--- config.mk ---
export PLATFORM = sky130hd
export DESIGN_NAME = wim_top
export DESIGN_NICKNAME = d
export VERILOG_FILES = /design/src/hw/wim_pkg.sv /design/src/hw/wim_top.sv /design/src/hw/wim_filter.sv
export SDC_FILE = /design/constraint.sdc
export NUM_CORES = 1
export LEC_CHECK = 0
export ABC_AREA = 1
export BUFFER_PORTS_ARGS = -buffer_cell sky130_fd_sc_hd__buf_2
export CORE_ASPECT_RATIO = 0.6
export CORE_MARGIN = 2
export CORE_UTILIZATION = 30
export DETAILED_ROUTE_END_ITERATION = 8
export GPL_TIMING_DRIVEN = 0
export PLACE_DENSITY = 0.53
export REMOVE_ABC_BUFFERS = 1
export SLEW_MARGIN = 20
export SYNTH_ARGS = -nofsm -noshare
export SYNTH_HDL_FRONTEND = slang
export SYNTH_SLANG_ARGS = --single-unit
--- constraint.sdc ---
create_clock -name clk -period 0.9 [get_ports clk]
set_input_delay 0.18 -clock clk [delete_from_list [all_inputs] [get_ports clk]]
set_output_delay 0.18 -clock clk [all_outputs]
set_load 0.1 [all_outputs]
--- src/hw/wim_pkg.sv ---
// constants and types for the wake input monitor
`default_nettype none
package wim_pkg;
    // -------------------------------------------------
    // timing
    // -------------------------------------------------
    localparam int unsigned CLK_FREQ_MHZ = 100;
    localparam int unsigned WAKE_FILTER_TIME_US = 16;
    localparam int unsigned WAKE_FILTER_CYCLES =
        WAKE_FILTER_TIME_US * CLK_FREQ_MHZ;
    // -------------------------------------------------
    // modes and pull field
    // -------------------------------------------------
    typedef enum logic [4:0] {
        WIM_MODE_NORMAL    = 5'h01,
        WIM_MODE_STOP      = 5'h02,
        WIM_MODE_SLEEP     = 5'h04,
        WIM_MODE_FAIL_SAFE = 5'h08,
        WIM_MODE_OTHER     = 5'h10
    } wim_mode_e;
    localparam logic [1:0] PULL_NONE = 2'h0;
    localparam logic [1:0] PULL_DOWN = 2'h1;
    localparam logic [1:0] PULL_UP = 2'h2;
    localparam logic [1:0] PULL_AUTO = 2'h3;
    localparam logic [1:0] PULL_RESET = PULL_NONE;
    localparam int unsigned PULL_SEL_HIGH_BIT = 1;
    localparam int unsigned PULL_SEL_LOW_BIT = 0;
endpackage : wim_pkg
`default_nettype wire

--- src/hw/wim_top.sv ---
// wake input monitor top
`default_nettype none
module wim_top #(
    parameter int unsigned FILTER_CYCLES = wim_pkg::WAKE_FILTER_CYCLES
) (
    // clock and reset
    input wire logic clk,
    input wire logic arst_n,
    // comparator output of wake_input_pin
    input wire logic wake_input_pin,
    // configuration
    input wire logic [4:0] sbc_mode,
    input wire logic pin_wake_enable,
    input wire logic cyclic_sense_enable,
    input wire logic cyclic_window_active,
    input wire logic buck_mode_from_pin,
    input wire logic wake_pull_select_high,
    input wire logic wake_pull_select_low,
    input wire logic clear_pin_wake_source_flag,
    // status and events
    output logic pin_wake_source_flag,
    output logic wake_level_status,
    output logic wake_interrupt_req,
    output logic wake_from_sleep_req,
    output logic restart_req,
    // buck and pull control
    output logic buck_pwm_select,
    output logic pull_up_enable,
    output logic pull_down_enable
);
    // -------------------------------------------------
    // reset release and input synchroniser
    // -------------------------------------------------
    logic [1:0] rst_sync_reg;
    logic rst_n;
    logic [1:0] pin_sync_reg;
    logic pin_level;
    logic load_reg, load_next;

    always_ff @(posedge clk or negedge arst_n) begin
        if (!arst_n) begin
            rst_sync_reg <= 2'h0;
        end else begin
            rst_sync_reg <= {rst_sync_reg[0], 1'b1};
        end
    end
    assign rst_n = rst_sync_reg[1];

    always_ff @(posedge clk or negedge rst_n) begin
        if (!rst_n) begin
            pin_sync_reg <= 2'h0;
        end else begin
            pin_sync_reg <= {pin_sync_reg[0], wake_input_pin};
        end
    end
    assign pin_level = pin_sync_reg[1];

    // load held until the synchroniser holds a real sample
    logic [1:0] ld_cnt_reg, ld_cnt_next;
    always_comb begin
        ld_cnt_next = ld_cnt_reg;
        load_next = 1'b0;
        if (ld_cnt_reg != 2'h3) begin
            ld_cnt_next = ld_cnt_reg + 2'h1;
            load_next = 1'b1;
        end
    end
    always_ff @(posedge clk or negedge rst_n) begin
        if (!rst_n) begin
            ld_cnt_reg <= 2'h0;
            load_reg <= 1'b1;
        end else begin
            ld_cnt_reg <= ld_cnt_next;
            load_reg <= load_next;
        end
    end

    // -------------------------------------------------
    // filter
    // -------------------------------------------------
    logic sense_active;
    logic filt_level;
    logic filt_changed;
    // cyclic sense: filter runs only inside the window
    assign sense_active = !cyclic_sense_enable
                          || cyclic_window_active;

    wim_filter #(
        .CYCLES(FILTER_CYCLES)
    ) u_filter (
        .clk(clk),
        .rst_n(rst_n),
        .level_in(pin_level),
        .load(load_reg),
        .active(sense_active),
        .level_out(filt_level),
        .changed(filt_changed)
    );

    // -------------------------------------------------
    // event routing
    // -------------------------------------------------
    logic is_active, is_stop, is_sleep, is_fs;
    logic flag_reg, flag_next;
    logic irq_reg, irq_next;
    logic wake_reg, wake_next;
    logic rst_req_reg, rst_req_next;
    logic lvl_reg, lvl_next;
    logic pwm_reg, pwm_next;
    logic pu_reg, pu_next;
    logic pd_reg, pd_next;
    logic [1:0] pull_sel;
    logic wake_ev;

    // normal or stop: modes that interrupt and show the level
    function automatic logic active_mode(input logic [4:0] m);
        return (m == wim_pkg::WIM_MODE_NORMAL)
            || (m == wim_pkg::WIM_MODE_STOP);
    endfunction

    assign is_active = active_mode(sbc_mode);
    assign is_stop = sbc_mode == wim_pkg::WIM_MODE_STOP;
    assign is_sleep = sbc_mode == wim_pkg::WIM_MODE_SLEEP;
    assign is_fs = sbc_mode == wim_pkg::WIM_MODE_FAIL_SAFE;
    assign pull_sel = {wake_pull_select_high, wake_pull_select_low};
    assign wake_ev = filt_changed && pin_wake_enable;

    always_comb begin
        irq_next = wake_ev && is_active;
        wake_next = wake_ev && is_sleep;
        rst_req_next = filt_changed && is_fs;
        flag_next = flag_reg;
        if (clear_pin_wake_source_flag) begin
            flag_next = 1'b0;
        end
        if (wake_ev || (filt_changed && is_fs)) begin
            flag_next = 1'b1;
        end
        lvl_next = lvl_reg;
        if (is_active) begin
            lvl_next = filt_level;
        end
        pwm_next = pwm_reg;
        if (buck_mode_from_pin && is_stop) begin
            pwm_next = pin_level;
        end else if (!buck_mode_from_pin) begin
            pwm_next = 1'b0;
        end
    end

    always_ff @(posedge clk or negedge rst_n) begin
        if (!rst_n) begin
            flag_reg <= 1'b0;
            irq_reg <= 1'b0;
            wake_reg <= 1'b0;
            rst_req_reg <= 1'b0;
            lvl_reg <= 1'b0;
            pwm_reg <= 1'b0;
        end else begin
            flag_reg <= flag_next;
            irq_reg <= irq_next;
            wake_reg <= wake_next;
            rst_req_reg <= rst_req_next;
            lvl_reg <= lvl_next;
            pwm_reg <= pwm_next;
        end
    end

    // -------------------------------------------------
    // pull current control
    // -------------------------------------------------
    // auto follows the filtered level, so a bounce never flips it
    always_comb begin
        case (pull_sel)
            wim_pkg::PULL_NONE: begin
                pu_next = 1'b0;
                pd_next = 1'b0;
            end
            wim_pkg::PULL_DOWN: begin
                pu_next = 1'b0;
                pd_next = 1'b1;
            end
            wim_pkg::PULL_UP: begin
                pu_next = 1'b1;
                pd_next = 1'b0;
            end
            wim_pkg::PULL_AUTO: begin
                pu_next = filt_level;
                pd_next = !filt_level;
            end
            default: begin
                pu_next = 1'b0;
                pd_next = 1'b0;
            end
        endcase
    end

    always_ff @(posedge clk or negedge rst_n) begin
        if (!rst_n) begin
            pu_reg <= 1'b0;
            pd_reg <= 1'b0;
        end else begin
            pu_reg <= pu_next;
            pd_reg <= pd_next;
        end
    end

    // -------------------------------------------------
    // status outputs
    // -------------------------------------------------
    assign pin_wake_source_flag = flag_reg;
    assign wake_level_status = lvl_reg;
    assign wake_interrupt_req = irq_reg;
    assign wake_from_sleep_req = wake_reg;
    assign restart_req = rst_req_reg;
    assign buck_pwm_select = pwm_reg;
    assign pull_up_enable = pu_reg;
    assign pull_down_enable = pd_reg;
endmodule // wim_top
`default_nettype wire

--- src/hw/wim_filter.sv ---
// stability filter for the synchronised wake level
`default_nettype none
module wim_filter #(
    parameter int unsigned CYCLES = wim_pkg::WAKE_FILTER_CYCLES
) (
    // clock and reset
    input wire logic clk,
    input wire logic rst_n,
    // level in
    input wire logic level_in,
    input wire logic load,
    input wire logic active,
    // filtered out
    output logic level_out,
    output logic changed
);
    localparam int unsigned CW = $clog2(CYCLES + 1);
    logic level_reg, level_next;
    logic [CW-1:0] cnt_reg, cnt_next;
    logic chg_reg, chg_next;

    always_comb begin
        level_next = level_reg;
        cnt_next = '0;
        chg_next = 1'b0;
        if (load) begin
            level_next = level_in;
        end else if (active && (level_in != level_reg)) begin
            if (cnt_reg == CW'(CYCLES - 1)) begin
                level_next = level_in;
                chg_next = 1'b1;
            end else begin
                cnt_next = cnt_reg + 1'b1;
            end
        end
    end

    always_ff @(posedge clk or negedge rst_n) begin
        if (!rst_n) begin
            level_reg <= 1'b0;
            cnt_reg <= '0;
            chg_reg <= 1'b0;
        end else begin
            level_reg <= level_next;
            cnt_reg <= cnt_next;
            chg_reg <= chg_next;
        end
    end

    assign level_out = level_reg;
    assign changed = chg_reg;
endmodule // wim_filter
`default_nettype wire

==> Word level (Yosys, flattened, before mapping) <==
Cells that the tools add are included.
{ "classes": {"add_sub_neg": 2, "multipliers": 0, "div": 0, "magnitude_cmp": 0, "eq_ne": 11, "shift": 0, "mux": 16, "bitwise_logic": 0, "n_reduce_logical": 18} }
{ "op_table": {"columns": ["op", "n"], "rows": [
  ["2-to-1 mux 11 bit", 3],
  ["adder 11 x 1 -> 11 bit, second input constant", 1],
  ["equality test 11 bit, second input constant", 1],
  ["2-to-1 mux 1 bit", 11],
  ["logical AND 1 bit", 6],
  ["case mux 1 bit (3 select lines)", 2],
  ["nonzero test 2 bit", 3],
  ["equality test 5 x 1 -> 1 bit, second input constant", 1],
  ["equality test 5 x 2 -> 1 bit, second input constant", 1],
  ["equality test 5 x 3 -> 1 bit, second input constant", 1],
  ["equality test 5 x 4 -> 1 bit, second input constant", 1],
  ["equality test 2 bit, second input constant", 2],
  ["OR reduction 2 bit", 2],
  ["logical OR 1 bit", 3],
  ["adder 2 x 1 -> 2 bit, second input constant", 1],
  ["equality test 2 x 1 -> 1 bit, second input constant", 1],
  ["logical NOT 1 bit", 2],
  ["logical NOT 2 bit", 1],
  ["!= test 2 x 1 -> 1 bit, second input constant", 1],
  ["!= test 2 bit, second input constant", 1],
  ["AND reduction 2 bit", 1],
  ["!= test 1 bit", 1]
]} }
{ "totals": {"register_bits": 28, "latchBits": 0, "ramBits": 0, "rom_bits": 0, "output_inout_bits": 8, "mem_count": 0} }

==> Logic depth before layout (Yosys ltp) <==
{ "logic_depth": {"word_depth": 5, "mapped_depth": 7} }

==> By module <==
Synthesis repeated with hierarchy kept, for this count alone.
{ "unflattened": {"hier_cells": 143, "hier_area_um2": 1278.7} }
{ "by_module_without_submodules": {"columns": ["module", "instances", "cells_per_inst", "area_each_um2"], "rows": [
  ["wim_filter", 1, 84, 691.9],
  ["wim_top", 1, 59, 586.8]
]} }

==> Worst setup path before layout <==
No wires, ideal clock.
{ "synth_path": {"path_kind": "reg2reg", "startpoint": "register pin_wake_source_flag (netlist name)", "endpoint": "register flag_reg (netlist: pin_wake_source_flag)", "setup_time_ns": 0.087, "arrival_time_ns": 1.145, "required_ns": 0.813, "slack_ns": -0.332, "stages_incl_launch_ff": 3, "n_path_buf": 0, "synth_period_minus_slack_ns": 1.232, "path_cell_list": "dfrtp_1 > inv_1 > o211ai_1"} }
{ "synth_lines": {"columns": ["item", "line_no", "text"], "rows": [
  ["to (signal assigned)", "wim_top.sv:160", "flag_reg <= flag_next;"],
  ["to (decl)", "wim_top.sv:104", "logic flag_reg, flag_next;"]
]} }

==> Worst setup path in the final report <==
{ "layout_path": {"startpoint": "register u_filter.cnt_reg[1]", "endpoint": "register u_filter.cnt_reg[2]"} }
{ "layout_via": {"elab_chain_len": 4, "elab_cells_between_ends": 5, "classes_between": "add/sub: 1; eq/ne: 1; mux: 3"} }
{ "layout_lines": {"columns": ["item", "line_no", "text"], "rows": [
  ["from (decl)", "wim_filter.sv:19", "logic [CW-1:0] cnt_reg, cnt_next;"],
  ["from (signal assigned)", "wim_filter.sv:45", "cnt_reg <= cnt_next;"],
  ["adder 11 x 1 -> 11 bit or equality test 11 bit (tied branches)", "wim_filter.sv:33, wim_filter.sv:29", null],
  ["2-to-1 mux 11 bit *", "wim_filter.sv:29", "if (cnt_reg == CW'(CYCLES - 1)) begin"],
  ["2-to-1 mux 11 bit *", "wim_filter.sv:28", "end else if (active && (level_in != level_reg)) begin"],
  ["2-to-1 mux 11 bit *", "wim_filter.sv:26", "if (load) begin"],
  ["via u_filter.cnt_next[2]", "wim_filter.sv:19", null]
]} }
The timed path passes the listed nets; every way through them passes the cells marked *.
A chain may end at the register's enable or synchronous reset.

==> impl.org <==
** Outcome
- The flow ran to the end, but the final reports show violations.
- The checks that failed: negative setup slack.

** Yosys
- Number of enable-type register cells in the synthesized netlist :: 0
- sky130_fd_sc_hd__dfrtp_1 takes more of the synthesized area than any other cell.
- Dividing the synthesized area by the synthesized cell count gives 9.082 um2.
- Synthesis warning total :: 0
- Fraction of post-synthesis cell area in the top cell type by area :: 52.02%
- FFs w/ async S/R, synth :: 100.0%
- Top post-synthesis cells by area :: sky130_fd_sc_hd__dfrtp_1, sky130_fd_sc_hd__inv_1, sky130_fd_sc_hd__nand2_1, sky130_fd_sc_hd__nor2_1, sky130_fd_sc_hd__nand3_1
- Top flip-flop cell by instance count after synthesis :: sky130_fd_sc_hd__dfrtp_1
- Unique cell type count in the Yosys netlist :: 23
- Counting flops and latches in the post-synthesis netlist gives 28.
- Synthesis produced 143 cells.
- Sequential element share of the synthesized area :: 54.05%
- Mapped cell area :: 1299 um2
- Most repeated cell in the gate-level netlist after synthesis :: sky130_fd_sc_hd__dfrtp_1
- Sorting the synthesized cells by how often they occur yields sky130_fd_sc_hd__dfrtp_1, sky130_fd_sc_hd__inv_1, sky130_fd_sc_hd__nand2_1.

** Floorplan
- For this configuration, the core starts out at a cell density of 31.34%.
- Number of ports placed on the die boundary :: 23
- From left edge to right edge, the die measures 88.94 um.
- Vertical extent of the die :: 54.97 um
- Die Footprint :: 4889 um2
- The initialized floorplan defines 18 standard-cell rows.
- The floorplan step defined a core boundary enclosing 4144 um2.

** Cells and area
- The number of antenna diodes in the final layout is 0.
- The register with the most flip-flops in the layout has 11 of them.
- Relative to the synthesized area, the layout overhead comes to 37.09%.
- After the last flow step, the layout net total stands at 197.
- At the end of the flow the core is filled with cells to 42.96%.
- In the final layout, the share of cells above drive strength 1 is 29.05%.

** Detailed routing
- Remaining antenna violation count :: 0
- Detailed-route vias per instance :: 4.297
- For this block, the via count after detailed routing is 1027.
- In the final routed layout, each cell accounts on average for 10.54 um.
- Wires add up to 2.519 mm.
- DRC Markers :: 0
- First-iteration detailed-routing DRC count :: 32
- The pre-antenna-repair detailed-routing pass consisted of 4 iterations.

** Hold path
- Worst Hold Class :: primary input to register

** Global routing
- Overall routing resource usage :: 10.94%
- Maximum number of pins on one net before global-route repair :: 27
- Global-route congestion overflow total :: 0
- Via count of the first global-routing pass :: 954
- Wire length of the first global-routing pass :: 4.071 mm
- Initial antenna violation count :: 0

** Clocking
- After clock tree synthesis, the clock-pin slew on the worst setup and hold paths is 0.09 ns.
- Clock tree synthesis found a total of 28 sinks.
- CTS tree :: yes
- Insertion delay of the later-clocked pin in the worst-skew pair :: 0.27 ns
- Buffers inserted during clock tree synthesis total 3.
- In this run the number of H-tree levels came out at 1.
- No sink is reached through more buffers than the 2 on the longest clock path.
- The cell sitting at the root of the clock tree is a sky130_fd_sc_hd__clkbuf_8.

** Timing
- At the pin with the least slew margin, the transition time is 0.5734 ns.
- The count of final hold-check violations is 0.
- Peak clock frequency supported by timing :: 0.8127 GHz
- Worst-case hold slack :: 0.09915 ns
- Measured against its own limit, the worst slew margin works out to 61.78%.
- Setup violations remaining at the end of the flow were counted as 21.
- On the final layout, the worst clock skew is 0.002454 ns.
- Total negative slack for setup checks :: -5.237 ns
- Setup repair after global routing could not meet its margin everywhere.
- Across all setup checks in the final design, the least slack found is -0.3304 ns.
- The count of final max-slew check failures was 0.
- After layout, the minimum clock period comes to 1.230 ns.
- The worst path uses 136.7% of the clock period.

** Place
- Input and output buffers added on the ports amount to 22.
- Final estimated routing congestion in global placement :: 0.7676
- Placed wire-length estimate after detailed placement :: 1.746 mm

** Critical path
- The critical path goes through ha_4 -> nand3_4 -> nor2_8 -> nand2_4 -> nand2_8 -> nor3_2.
- Highest fanout seen on the critical path :: 7
- STA classifies the critical path startpoint as a register.
- Critical path arrival :: 1.44 ns
- Critical path class :: register to register
- Setup crit end kind :: register
- Data on the critical path is required at its endpoint by 1.10 ns.
- Crit-path max cell delay :: 0.43 ns
- The slowest stage of the critical path is the sky130_fd_sc_hd__dfrtp_1 cell.

** Job
- Max-cap check violation count :: 0

** Power
- Power per cell area :: 1532 nW/um2
- Standby leakage power :: 0.9031 nW
- Maximum resistive drop on vdd :: 0.0004617 V
-- layout by cell type, fill, tap and decap left out, types with 2 or more instances in the layout --
| master | netlist | layout |
|---|---|---|
| sky130_fd_sc_hd__nand4_1 | 3 | 3 |
| sky130_fd_sc_hd__nor3_1 | 2 | 2 |
| sky130_fd_sc_hd__nand3_4 | 1 | 2 |
| sky130_fd_sc_hd__buf_12 | 0 | 3 |
| sky130_fd_sc_hd__dfrtp_1 | 27 | 26 |
| sky130_fd_sc_hd__xor2_1 | 2 | 2 |
| sky130_fd_sc_hd__buf_2 | 0 | 14 |
| sky130_fd_sc_hd__nor2_4 | 2 | 2 |
| sky130_fd_sc_hd__a21oi_1 | 4 | 4 |
| sky130_fd_sc_hd__buf_4 | 0 | 8 |
| sky130_fd_sc_hd__nor2_2 | 0 | 2 |
| sky130_fd_sc_hd__nor3_2 | 3 | 3 |
| sky130_fd_sc_hd__nand2_1 | 24 | 23 |
| sky130_fd_sc_hd__nand3_1 | 14 | 14 |
| sky130_fd_sc_hd__ha_4 | 0 | 2 |
| sky130_fd_sc_hd__nor2_1 | 23 | 21 |
| sky130_fd_sc_hd__inv_1 | 24 | 24 |
| sky130_fd_sc_hd__o21ai_0 | 2 | 2 |
| sky130_fd_sc_hd__clkbuf_8 | 0 | 3 |
| sky130_fd_sc_hd__buf_8 | 0 | 5 |
| sky130_fd_sc_hd__dlygate4sd3_1 | 0 | 2 |
-- final cells by class --
| class | instances | area (um2) |
|---|---|---|
| Inverter | 24 | 90.09 |
| Sequential cell | 28 | 703.2 |
| Timing Repair Buffer | 32 | 285.3 |
| Fill cell | 402 | 2364 |
| Clock inverter | 1 | 30.03 |
| Multi-Input combinational cell | 91 | 555.5 |
| Tap cell | 60 | 75.07 |
| Clock buffer | 3 | 41.29 |
-- cell families after synthesis --
family	count (synthesis)	share of synthesized area [%]
AOI/OAI and AO/OA	9	4.143
DFF	28	54.05
other	1	0.2887
adders and majority gates	2	1.926
and+or+nand+nor	76	30.64
xor gates and xnor gates	3	2.023
buffers and inverters	24	6.937
-- final timing paths --
kind	from	end	slack [ns]	cells past startpoint
setup / recovery	u_filter.cnt_reg[1]	u_filter.cnt_reg[2]	-0.33	6
hold / removal	sbc_mode[3]	wake_from_sleep_req	0.1	2
max in group asynchronous	rst_sync_reg[1]	pull_down_enable	0.25	0
hold reg to reg	rst_sync_reg[1]	u_filter.cnt_reg[0]	0.27	0
min in group asynchronous	arst_n	rst_sync_reg[1]	0.20	2
setup reg to reg	u_filter.cnt_reg[1]	u_filter.cnt_reg[2]	-0.33	6
-- report_power, final --
part	internal (mW)	switching, mW
combinational	0.158	0.230
sequential	1.30	0.0588
clock	0.595	0.388
total	2.05	0.677
-- worst max-delay path: cells and delay by family, from the launching register on --
family	cells	cell delay [ns]
AND/OR/NAND/NOR	5	0.55
adder cells (fa/ha/maj)	1	0.19
flip-flops	1	0.43
-- per-stage QoR --
| step | power, mW | instance area (um2) | instances | setup WS, ns |
|---|---|---|---|---|
| floorplan | 1.567 | 1299 | 143 | -0.3319 |
| global placement | 1.641 | 1484 | 225 | -0.4301 |
| detailed placement | 1.648 | 1484 | 225 | -0.4651 |
| CTS | 2.730 | 1718 | 236 | -0.3463 |
| global route | 2.854 | 1780 | 239 | -0.4050 |
| finish | 2.727 | 1780 | 239 | -0.3304 |
-- what timing repair did --
| action | 4_1_cts | 5_1_grt |
|---|---|---|
| hold endpoints to repair | 2 | 1 |
| endpoints found under the setup margin | 48 | 23 |
| buffers inserted | 6 | 2 |
| pin swaps | 5 | 5 |
| hold buffers | 1 | 1 |
| gates resized for setup | 29 | 8 |
-- metal layers --
metal | routed length, um | vias to the layer above | global-route usage, %
met5 | 0 | - | 0
met4 | 19 | 0 | 2.488
met3 | 55 | 2 | 2.671
met2 | 1257 | 10 | 19.53
met1 | 1185 | 494 | 13.75
li1 | - | 521 | -
No activity file was read; power rests on OpenSTA's default activity.
